## config.mk

```make
export PLATFORM = sky130hd
export DESIGN_NAME = cpr_port
export DESIGN_NICKNAME = d
export VERILOG_FILES = /design/src/inc/cpr_pkg.sv /design/src/hdl/cpr_stamp.sv /design/src/hdl/cpr_store.sv /design/src/hdl/cpr_port.sv
export VERILOG_INCLUDE_DIRS = /design/src /design/src/inc
export SDC_FILE = /design/constraint.sdc
export NUM_CORES = 2
export LEC_CHECK = 0
export BUFFER_PORTS_ARGS = -buffer_cell sky130_fd_sc_hd__buf_2
export CORE_AREA = 2 2 726 728
export CTS_CLUSTER_SIZE = 28
export DETAILED_ROUTE_END_ITERATION = 16
export DIE_AREA = 0 0 728 730
export SYNTH_ARGS = -nofsm -noshare
export SYNTH_HDL_FRONTEND = slang
export SYNTH_SLANG_ARGS = --single-unit
```

## constraint.sdc

```tcl
create_clock -name mclk_in -period 26.9 [get_ports mclk_in]
set_clock_uncertainty 0.2 [all_clocks]
set_input_delay 6.725 -clock mclk_in [delete_from_list [all_inputs] [get_ports mclk_in]]
set_output_delay 6.725 -clock mclk_in [all_outputs]
set_load 0.01 [all_outputs]
```

## src/inc/cpr_params.svh

```systemverilog
// Purpose: constants of the port option and receive block
// Assumes: 20 MHz clock
// Notes:   timing counts derive from the clock rate
`ifndef CPR_PARAMS_SVH
`define CPR_PARAMS_SVH

`define CPR_CLK_HZ          20000000
`define CPR_TS_RES_NS       100
`define CPR_TS_TICK_CYC     ((`CPR_TS_RES_NS * (`CPR_CLK_HZ / 1000000)) / 1000)
`define CPR_WAIT_MS_NS      1000000
`define CPR_MS_CYC          ((`CPR_WAIT_MS_NS / 1000) * (`CPR_CLK_HZ / 1000000))
`define CPR_WAIT_DEFAULT    32'sd10000
`define CPR_WAIT_FOREVER    -32'sd1
`define CPR_ID_EXT_BIT      29
`define CPR_STORE_DEPTH     2
`define CPR_MAX_CLASSIC_LEN 8'h08
`define CPR_MAX_FD_LEN      8'h40
`define CPR_FRAME_WORDS     20

`endif

```

## src/inc/cpr_pkg.sv

```systemverilog
// Purpose: types of the port option and receive block
// Assumes: cpr_params.svh supplies the numbers
// Notes:   one frame record moves through the receive path
package cpr_pkg;

    // one received frame or logged bus error
    typedef struct packed {
        logic [63:0]      stamp;
        logic [31:0]      ident;
        logic [7:0]       kind;
        logic [7:0]       info_a;
        logic [7:0]       info_b;
        logic [7:0]       length;
        logic [511:0]     payload;
    } cpr_frame_type;

    // per-read outcome
    typedef struct packed {
        logic             error;
        logic             overflow;
        logic             timeout;
    } cpr_status_type;

    // configuration straps
    typedef struct packed {
        logic             echo_on;
        logic             single_shot;
        logic             listen_only;
        logic             log_bus_errors;
        logic             word_format;
    } cpr_config_type;

    // read engine states
    typedef enum logic [3:0] {
        CPR_IDLE = 4'b0001,
        CPR_WAIT = 4'b0010,
        CPR_SEND = 4'b0100,
        CPR_WORD = 4'b1000
    } cpr_read_state_type;

endpackage : cpr_pkg

```

## src/hdl/cpr_stamp.sv

```systemverilog
// Purpose: relative 64-bit receive time counter
// Assumes: start pulse marks communication start
// Notes:   one tick per resolution interval
`include "cpr_params.svh"
`timescale 1ns/10ps
`default_nettype none

module cpr_stamp (
    // clock and reset
    input  wire logic        mclk_in,
    input  wire logic        reset_n_in,
    // control
    input  wire logic        start_in,
    input  wire logic        running_in,
    // time value
    output logic [63:0]      stamp_out
);
    import cpr_pkg::*;

    localparam int TICK = (`CPR_TS_TICK_CYC < 1) ? 1 : `CPR_TS_TICK_CYC;

    logic [7:0]  div;
    logic [7:0]  next_div;
    logic [63:0] next_stamp;

    // divider gives a one-cycle tick; start zeroes both
    always_comb begin
        next_div   = div;
        next_stamp = stamp_out;
        if (start_in) begin
            next_div   = 8'h00;
            next_stamp = 64'h0;
        end else if (running_in) begin
            if (div == 8'(TICK - 1)) begin
                next_div   = 8'h00;
                next_stamp = stamp_out + 64'h1;
            end else begin
                next_div = div + 8'h01;
            end
        end
    end

    // width avoids any rollover handling
    always_ff @(posedge mclk_in or negedge reset_n_in) begin
        if (!reset_n_in) begin
            div       <= 8'h00;
            stamp_out <= 64'h0;
        end else begin
            div       <= next_div;
            stamp_out <= next_stamp;
        end
    end

endmodule : cpr_stamp
`default_nettype wire

```

## src/hdl/cpr_store.sv

```systemverilog
// Purpose: two-entry store of unread frames
// Assumes: one push and one pop per cycle at most
// Notes:   push into a full store without a pop in the same cycle is dropped and flagged
`include "cpr_params.svh"
`timescale 1ns/10ps
`default_nettype none

module cpr_store (
    // clock and reset
    input  wire logic                  mclk_in,
    input  wire logic                  reset_n_in,
    input  wire logic                  flush_in,
    // fill side
    input  wire logic                  push_in,
    input  wire cpr_pkg::cpr_frame_type push_frame_in,
    // drain side
    input  wire logic                  pop_in,
    output logic                       valid_out,
    output cpr_pkg::cpr_frame_type     head_out,
    // full store hit by a push
    output logic                       overflow_out
);
    import cpr_pkg::*;

    cpr_frame_type entry [`CPR_STORE_DEPTH];
    cpr_frame_type next_entry [`CPR_STORE_DEPTH];
    logic [1:0]    count;
    logic [1:0]    next_count;
    logic          do_pop;

    assign valid_out    = (count != 2'd0);
    assign head_out     = entry[0];
    assign overflow_out = push_in && (count == 2'd2) && !pop_in;
    assign do_pop       = pop_in && valid_out;

    // shift down on pop, write at tail on push
    always_comb begin
        next_entry = entry;
        next_count = count;
        if (do_pop) begin
            next_entry[0] = entry[1];
            next_count    = count - 2'd1;
        end
        if (push_in && !overflow_out) begin
            next_entry[next_count[0]] = push_frame_in;
            next_count                = next_count + 2'd1;
        end
        if (flush_in) begin
            next_count = 2'd0;
        end
    end

    // entries hold no reset; count decides validity
    always_ff @(posedge mclk_in or negedge reset_n_in) begin
        if (!reset_n_in) begin
            count <= 2'd0;
        end else begin
            count <= next_count;
        end
    end

    always_ff @(posedge mclk_in) begin
        entry <= next_entry;
    end

endmodule : cpr_store
`default_nettype wire

```

## src/hdl/cpr_port.sv

```systemverilog
// Purpose: port options and receive path of a CAN port
// Assumes: protocol engine gives frame-end and transmit result pulses
// Notes:   options are straps, read combinationally every cycle, so they act at once
`include "cpr_params.svh"
`timescale 1ns/10ps
`default_nettype none

module cpr_port (
    // clock and reset
    input  wire logic                   mclk_in,
    input  wire logic                   reset_n_in,
    // configuration
    input  wire cpr_pkg::cpr_config_type config_in,
    input  wire logic signed [31:0]     receive_wait_limit_in,
    input  wire logic                   auto_start_in,
    input  wire logic                   start_in,
    input  wire logic                   stop_in,
    // protocol engine, receive side
    input  wire logic                   rx_done_in,
    input  wire logic [31:0]            rx_ident_in,
    input  wire logic [7:0]             rx_kind_in,
    input  wire logic [7:0]             rx_length_in,
    input  wire logic                   rx_fd_in,
    input  wire logic [511:0]           rx_payload_in,
    input  wire logic                   bus_error_in,
    input  wire logic [7:0]             bus_error_kind_in,
    // protocol engine, transmit side
    input  wire logic                   tx_request_in,
    input  wire logic [31:0]            tx_ident_in,
    input  wire logic [7:0]             tx_length_in,
    input  wire logic [511:0]           tx_payload_in,
    input  wire logic                   tx_done_in,
    input  wire logic                   tx_fail_in,
    output logic                        tx_start_out,
    output logic                        tx_refused_out,
    output logic                        ack_enable_out,
    output logic                        error_passive_out,
    output logic                        running_out,
    // read request from user logic
    input  wire logic                   read_req_in,
    input  wire logic                   read_ready_in,
    output logic                        read_busy_out,
    output logic                        read_done_out,
    output cpr_pkg::cpr_status_type     read_status_out,
    output cpr_pkg::cpr_frame_type      received_frame_output_out,
    output logic                        word_valid_out,
    output logic [31:0]                 word_out,
    output logic [4:0]                  word_index_out
);
    import cpr_pkg::*;

    localparam int MS_CYC = `CPR_MS_CYC;
    localparam logic [7:0] KIND_BUS_ERROR = 8'h06;

    // ------------------------------------------------------------
    // communication state and timestamp
    // ------------------------------------------------------------
    logic        running;
    logic        next_running;
    logic        boot;
    logic        next_boot;
    logic        start_pulse;
    logic [63:0] stamp;

    // auto start fires once after reset; explicit start any time
    always_comb begin
        next_boot    = 1'b0;
        start_pulse  = start_in || (boot && auto_start_in);
        next_running = running;
        if (start_pulse) begin
            next_running = 1'b1;
        end else if (stop_in) begin
            next_running = 1'b0;
        end
    end

    always_ff @(posedge mclk_in or negedge reset_n_in) begin
        if (!reset_n_in) begin
            running <= 1'b0;
            boot    <= 1'b1;
        end else begin
            running <= next_running;
            boot    <= next_boot;
        end
    end

    assign running_out = running;

    cpr_stamp u_stamp (
        .mclk_in    (mclk_in),
        .reset_n_in (reset_n_in),
        .start_in   (start_pulse),
        .running_in (running),
        .stamp_out  (stamp)
    );

    // ------------------------------------------------------------
    // transmit options
    // ------------------------------------------------------------
    logic tx_pending;
    logic next_tx_pending;
    logic tx_start;

    // listen only gates requests; single shot drops on failure
    always_comb begin
        next_tx_pending = tx_pending;
        tx_start        = 1'b0;
        if (!tx_pending && tx_request_in && running && !config_in.listen_only) begin
            next_tx_pending = 1'b1;
            tx_start        = 1'b1;
        end else if (tx_pending && tx_done_in) begin
            next_tx_pending = 1'b0;
        end else if (tx_pending && tx_fail_in) begin
            if (config_in.single_shot) begin
                next_tx_pending = 1'b0;
            end else begin
                tx_start = 1'b1;
            end
        end
        if (!running) begin
            next_tx_pending = 1'b0;
        end
    end

    always_ff @(posedge mclk_in or negedge reset_n_in) begin
        if (!reset_n_in) begin
            tx_pending <= 1'b0;
        end else begin
            tx_pending <= next_tx_pending;
        end
    end

    assign tx_start_out      = tx_start;
    assign tx_refused_out    = tx_request_in && config_in.listen_only;
    assign ack_enable_out    = running && !config_in.listen_only;
    assign error_passive_out = config_in.listen_only;

    // ------------------------------------------------------------
    // capture of frames into the store
    // ------------------------------------------------------------
    cpr_frame_type cap;
    logic          push;
    logic          store_valid;
    logic          store_over;
    logic          pop;
    cpr_frame_type head;
    logic          echo;
    logic [7:0]    len_cap;

    // own good transmit beats a bus frame in the same cycle (never both)
    assign echo = tx_pending && tx_done_in && config_in.echo_on;

    always_comb begin
        len_cap = rx_fd_in ? `CPR_MAX_FD_LEN : `CPR_MAX_CLASSIC_LEN;
        cap         = '0;
        cap.stamp   = stamp;
        push        = 1'b0;
        if (echo) begin
            cap.ident   = tx_ident_in;
            cap.length  = tx_length_in;
            cap.payload = tx_payload_in;
            push        = running;
        end else if (rx_done_in) begin
            cap.ident   = rx_ident_in;
            cap.kind    = rx_kind_in;
            cap.length  = (rx_length_in > len_cap) ? len_cap : rx_length_in;
            cap.payload = rx_payload_in;
            push        = running;
        end else if (bus_error_in && config_in.log_bus_errors) begin
            cap.kind   = KIND_BUS_ERROR;
            cap.info_a = bus_error_kind_in;
            push       = running;
        end
    end

    cpr_store u_store (
        .mclk_in       (mclk_in),
        .reset_n_in    (reset_n_in),
        .flush_in      (start_pulse),
        .push_in       (push),
        .push_frame_in (cap),
        .pop_in        (pop),
        .valid_out     (store_valid),
        .head_out      (head),
        .overflow_out  (store_over)
    );

    // ------------------------------------------------------------
    // read engine
    // ------------------------------------------------------------
    cpr_read_state_type state;
    cpr_read_state_type next_state;
    logic               over_sticky;
    logic               next_over_sticky;
    logic [31:0]        ms_left;
    logic [31:0]        next_ms_left;
    logic [15:0]        sub;
    logic [15:0]        next_sub;
    logic [4:0]         widx;
    logic [4:0]         next_widx;
    logic               done;
    cpr_status_type     status;
    cpr_status_type     next_status;
    cpr_frame_type      frame;
    cpr_frame_type      next_frame;
    logic [31:0]        word;

    // word view: stamp low, stamp high, id, type word, then payload
    always_comb begin
        case (widx)
            5'd0:    word = frame.stamp[31:0];
            5'd1:    word = frame.stamp[63:32];
            5'd2:    word = frame.ident;
            5'd3:    word = {frame.kind, frame.info_a, frame.info_b, frame.length};
            default: word = frame.payload[(32'(widx) - 32'd4) * 32 +: 32];
        endcase
    end

    // overflow stays sticky until a read reports it; set wins over clear
    always_comb begin
        next_state       = state;
        next_over_sticky = over_sticky;
        next_ms_left     = ms_left;
        next_sub         = sub;
        next_widx        = widx;
        next_status      = status;
        next_frame       = frame;
        pop              = 1'b0;
        done             = 1'b0;
        case (state)
            CPR_IDLE: begin
                if (read_req_in) begin
                    next_ms_left = receive_wait_limit_in;
                    next_sub     = 16'h0000;
                    next_state   = CPR_WAIT;
                end
            end
            CPR_WAIT: begin
                if (store_valid) begin
                    pop              = 1'b1;
                    next_frame       = head;
                    next_status      = '{error: over_sticky, overflow: over_sticky,
                                         timeout: 1'b0};
                    next_over_sticky = 1'b0;
                    next_widx        = 5'd0;
                    next_state       = config_in.word_format ? CPR_WORD : CPR_SEND;
                end else if (ms_left == 32'h0) begin
                    next_status      = '{error: 1'b1, overflow: over_sticky, timeout: 1'b1};
                    next_over_sticky = 1'b0;
                    next_state       = CPR_SEND;
                end else if ($signed(ms_left) > 0) begin
                    if (sub == 16'(MS_CYC - 1)) begin
                        next_sub     = 16'h0000;
                        next_ms_left = ms_left - 32'h1;
                    end else begin
                        next_sub = sub + 16'h0001;
                    end
                end
            end
            CPR_SEND: begin
                done       = 1'b1;
                next_state = CPR_IDLE;
            end
            CPR_WORD: begin
                if (read_ready_in) begin
                    if (widx == 5'(`CPR_FRAME_WORDS - 1)) begin
                        done       = 1'b1;
                        next_state = CPR_IDLE;
                    end else begin
                        next_widx = widx + 5'd1;
                    end
                end
            end
            default: next_state = CPR_IDLE;
        endcase
        if (store_over) begin
            next_over_sticky = 1'b1;
        end
    end

    always_ff @(posedge mclk_in or negedge reset_n_in) begin
        if (!reset_n_in) begin
            state       <= CPR_IDLE;
            over_sticky <= 1'b0;
            ms_left     <= 32'h0;
            sub         <= 16'h0000;
            widx        <= 5'd0;
            status      <= '0;
            frame       <= '0;
        end else begin
            state       <= next_state;
            over_sticky <= next_over_sticky;
            ms_left     <= next_ms_left;
            sub         <= next_sub;
            widx        <= next_widx;
            status      <= next_status;
            frame       <= next_frame;
        end
    end

    // busy holds later inputs of a shared request back
    assign read_busy_out             = (state != CPR_IDLE);
    assign read_done_out             = done;
    assign read_status_out           = status;
    assign received_frame_output_out = frame;
    assign word_valid_out            = (state == CPR_WORD);
    assign word_out                  = word;
    assign word_index_out            = widx;

endmodule : cpr_port
`default_nettype wire

```

# After elaboration in Yosys (flattened, before gate mapping)
# Cells that the tools add are included.
word_totals:
  regBits: 2058
  in_bits: 1170
  out_inout_bits: 688
  word_cells: 186
classes:
  n_addsub: 8
  order_cmp: 4
  n_eq_ne: 24
  shifts: 1
  n_mux: 73
  n_bitwise: 1
  n_reduce_logical: 40
op_table:
  columns: ["cell", "n"]
  rows:
  - ["$bwmux 1280", 1]
  - ["$mux 1280", 1]
  - ["$mux 640", 2]
  - ["$mux 520", 2]
  - ["$demux 640 s1", 1]
  - ["$shiftx 512x33->32", 1]
  - ["$mux 32", 7]
  - ["$mux 64", 3]
  - ["$pmux 32 s4", 1]
  - ["$mux 16", 6]
  - ["$add 64x1->64 const B", 1]
  - ["$pmux 32 s2", 1]
  - ["$mux 8", 6]
  - ["$gt 32x1->1 const B", 1]
  - ["$logic_not 32->1", 1]
  - ["$pmux 16 s2", 1]
  - ["$sub 32x1->32 const B", 1]
  - ["$mux 4", 6]
  - ["$mux 1", 22]
  - ["$add 16x1->16 const B", 1]
  - ["$eq 16x15->1 const B", 1]
  - ["$reduce_bool 2->1", 8]
  - ["$logic_and 1x1->1", 15]
  - ["$mux 5", 3]
  - ["other kinds (38)", 58]

# Depth between registers and ports, before layout
logic_depth:
  depth_word: 12
  ltp_mapped: 11
  ltp_nobuf: 7

# By module
# From an unflattened synthesis, not the netlist that was laid out.
unflattened:
  cells_unflattened: 9195
  area_unflattened_um2: 99739.4
by_module_without_submodules:
  columns: ["module", "n_inst", "cells_per_inst", "area_per_inst_um2"]
  rows:
  - ["cpr_store", 1, 3370, 55484.5]
  - ["cpr_port", 1, 5391, 40336.2]
  - ["cpr_stamp", 1, 434, 3918.8]

# Worst setup path after synthesis
# No wires, ideal clock.
synth_timing:
  path_kind: "input to register"
  from: "input config_in[4] (netlist bit)"
  to: "register with a tool-made name"
  setup_ps: 1086
  arrival_time_ps: 22329
  t_required_ps: 25614
  setup_slack_ps: 3285
  path_stages: 5
  cell_sequence: "and3_1 > clkbuf_1 > o31ai_1 > a21oi_1 > ha_1"
synth_rtl:
  columns: ["item", "line_no", "rtl"]
  rows:
  - ["start, declared", "cpr_port.sv:13", "input wire cpr_pkg::cpr_config_type config_in,"]

# Final worst setup path
layout_timing:
  from: "input config_in[2] (netlist bit)"
  to: "output tx_start_out"
layout_between:
  elab_chain_cells: 3
layout_rtl:
  columns: ["item", "line_no", "rtl"]
  rows:
  - ["$logic_not 1->1", "cpr_port.sv:108", "if (!tx_pending && tx_request_in && running && !config_in.listen_only) begin"]
  - ["$logic_and 1x1->1", "cpr_port.sv:108", null]
  - ["$mux 1", "cpr_port.sv:108", null]
  - ["end, declared", "cpr_port.sv:34", "output logic tx_start_out,"]
# No other way between the ends.

==> flow_summary.yaml <==
outcome:
  status: "complete, no violations"
critical_path:
  worst_ep_arrival_time_ns: 7.91
  path_class: "in2out"
  end_kind: "primary output"
  cp.required_ns: 19.98
  reg2reg_depth: 9
  cp-startpoint: "config_in[2]"
  rrSetupSlack_ns: 19.76
  endpoint: "tx_start_out"
  crit_chain: "buf_2 -> nor2_1 -> nand3b_1 -> nand2_1 -> buf_2"
  path_max_fanout: 3
  worst_path_largest_cell_delay_ns: 0.47
  cpMostUsedCell: "buf_2"
  slowest_stage: "nand2_1"
  reg2reg_from: "state[2]"
  start_kind: "input pin"
synthesis:
  synth_nets: 11100
  synth.area.top_cells: "dfrtp_1 (22%), edfxtp_1 (22%), nand2_1 (18%)"
  synth_ff_type: "dfrtp_1"
  ys_ff_latch: 2058
  synth_top_area_share_pct: 21.8
  ys_warn_count: 0
  yosysUniqueCellTypes: 78
  synth_top_area_cell: "dfrtp_1"
  avgSynthCellArea_um2: 8.94
  synth.cell_area_mm2: 0.0889
  syn_inst: 9944
  synth_edf_count: 640
  ys_seq_area_share_pct: 57.9
  ys_async_sr_fraction_pct: 37.8
floorplan:
  die_h_um: 730
  io_pins: 1858
  start_util_pct: 17.0
  die_area_mm2: 0.531
  core-area_mm2: 0.524
  die_w_um: 728
  num_rows: 266
routing:
  wl_per_cell_um: 34.3
  antenna_left: 0
  num_vias: 84700
  vias_per_cell: 4.47
  drt_wl_total_mm: 650
  drtIter0Drc: 9656
  firstDrtPassIters: 8
  post-route-drc-count: 0
clocking:
  cts.repair.resized: 0
  cts_hold_buf: 0
  post_cts_buffers: 0
  cts_max_level: 4
  cts_tree: "built"
  cts.sinks: 2058
  clkSlewWorstSetupHoldPaths_ns: 0.06
  cts_root_buf: "clkbuf_16"
  cts_made_buffers: 243
  clock_path_buffers: 4
  clk_latency_ns: 0.96
sta:
  period_minus_slack_ns: 14.83
  fin_setup_tns_ns: 0
  min_period_over_period_pct: 55.1
  slew_viol_final: 0
  setup_viol: 0
  rsz0062_at_grt: "false"
  worst_pin_slew_ns: 1.14
  hold_violations: 0
  fmax_ghz: 0.0674
  relSlewSlack_pct: 23.6
grt:
  grtUsageTotal_pct: 23.4
  grt_pass1_vias: 77200
  grt_antenna_before_repair: 543
  grt_max_degree: 224
  grt_pass1_wl_mm: 814
  overflow: 0
run:
  maxCapViolCount: 0
final_layout:
  syn_to_final_growth_pct: 28.6
  stdcell_area_mm2: 0.114
  nNetsFinal: 12600
  final_cell_mix: "nand2_1 (4352), buf_2 (1855), dfrtp_1 (773)"
  nFillCells: 57900
  drive_gt1_share_pct: 22.2
  final_common_cell: "nand2_1"
pwr:
  clockPowerShare_pct: 26.0
  vdd_ir_drop_max_uv: 79.3
  internal_power_mw: 7.50
  p_leak_nw: 51.6
  combPwrFrac_pct: 33.5
  powerDensity_mw_per_mm2: 117
  p_switching_mw: 5.86
  finalPower_mw: 13.4
  switching_share_pct: 43.9
  p_seq_share_pct: 40.5
place:
  dp_hpwl_mm: 530
  port_buffers: 1857
  dpl_cell_area_mm2: 0.105
  gp_congestion: 0.997
worst_hold_path:
  hold_class: "reg2reg"
[worst max-delay path: cells and delay by family]
family                 cells  cell delay [ns]
AND/OR/NAND/NOR            3             0.77
buffers and inverters      2             0.41
[per-layer routing]
layer / wire (um) / track usage, % / vias to the layer above
li1: - / - / 36900
met1: 256000 / 28.6 / 41700
met2: 279000 / 35.4 / 4479
met3: 80700 / 10.9 / 1322
met4: 33600 / 9.61 / 202
met5: 1330 / 0 / -
[worst min-delay path by stage]
stage                          startpoint                        endpoint  cells past startpoint
floorplan           u_store.head_out[515]  received_frame_output_out[515]                      2
global placement    u_store.head_out[321]  received_frame_output_out[321]                      2
detailed placement  u_store.head_out[335]  received_frame_output_out[335]                      2
CTS                 u_store.head_out[310]  received_frame_output_out[310]                      2
global route        u_store.head_out[310]  received_frame_output_out[310]                      2
finish              u_store.head_out[269]  received_frame_output_out[269]                      2
[cell type report]
cell class	count	area (um^2)	share of cell area [%]
Antenna cell	311	778	0.681
Clock buffer	336	6880	6.01
Clock inverter	125	1410	1.23
Inverter	23	86.3	0.0755
Multi-Input combinational cell	7138	34500	30.2
Sequential cell	2058	51500	45.0
Tap cell	6968	8720	7.62
Timing Repair Buffer	1993	10500	9.18
[power groups by stage]
stage | combinational (mW) | sequential (mW) | clock [mW]
2_1_floorplan | 1.85 | 4.97 | 0
3_3_place_gp | 4.42 | 5.46 | 0
3_5_place_dp | 4.46 | 5.48 | 0
4_1_cts | 4.48 | 5.43 | 3.55
5_1_grt | 4.75 | 5.50 | 3.66
6_report | 4.47 | 5.41 | 3.48
[per-stage QoR]
step / setup slack, ns / hold slack, ns / util (%) / cells
after global routing: 11.94 / 0.221 / 21.8 / 18800
after CTS: 12.00 / 0.199 / 21.7 / 18600
final: 12.07 / 0.199 / 21.8 / 19000
after detailed placement: 12.00 / 0.221 / 20.1 / 18200
after global placement: 12.00 / 0.217 / 20.1 / 18200
after floorplan: 3.29 / 0.212 / - / 9944
[synthesized netlist by cell type (all sizes together) (20+ instances only)]
library cell,instances
o31ai,42
buf,217
or3,20
a31oi,639
dfxtp,640
and2,32
mux4,160
a21oi,89
and3,23
nor3,24
nor2,693
a22oi,69
or4,36
clkbuf,508
edfxtp,640
nand4,37
nand3,655
nand2,4354
inv,23
o21ai,62
xor2,21
dfrtp,776
[logic make-up (layout without fill, tap and decap cells)]
| group | after synthesis | after routing | share of synthesized area, % |
|---|---|---|---|
| simple gates | 5937 | 5937 | 26.8 |
| flops | 2058 | 2058 | 57.9 |
| compound gates | 984 | 984 | 7.14 |
| buf+inv | 748 | 2477 | 3.40 |
| mux | 172 | 172 | 4.20 |
| xor+xnor | 26 | 26 | 0.256 |
| fa+ha+maj | 18 | 18 | 0.253 |
| other cells | 1 | 312 | 0.00422 |
Note: power is estimated with default switching activity, not from simulation.
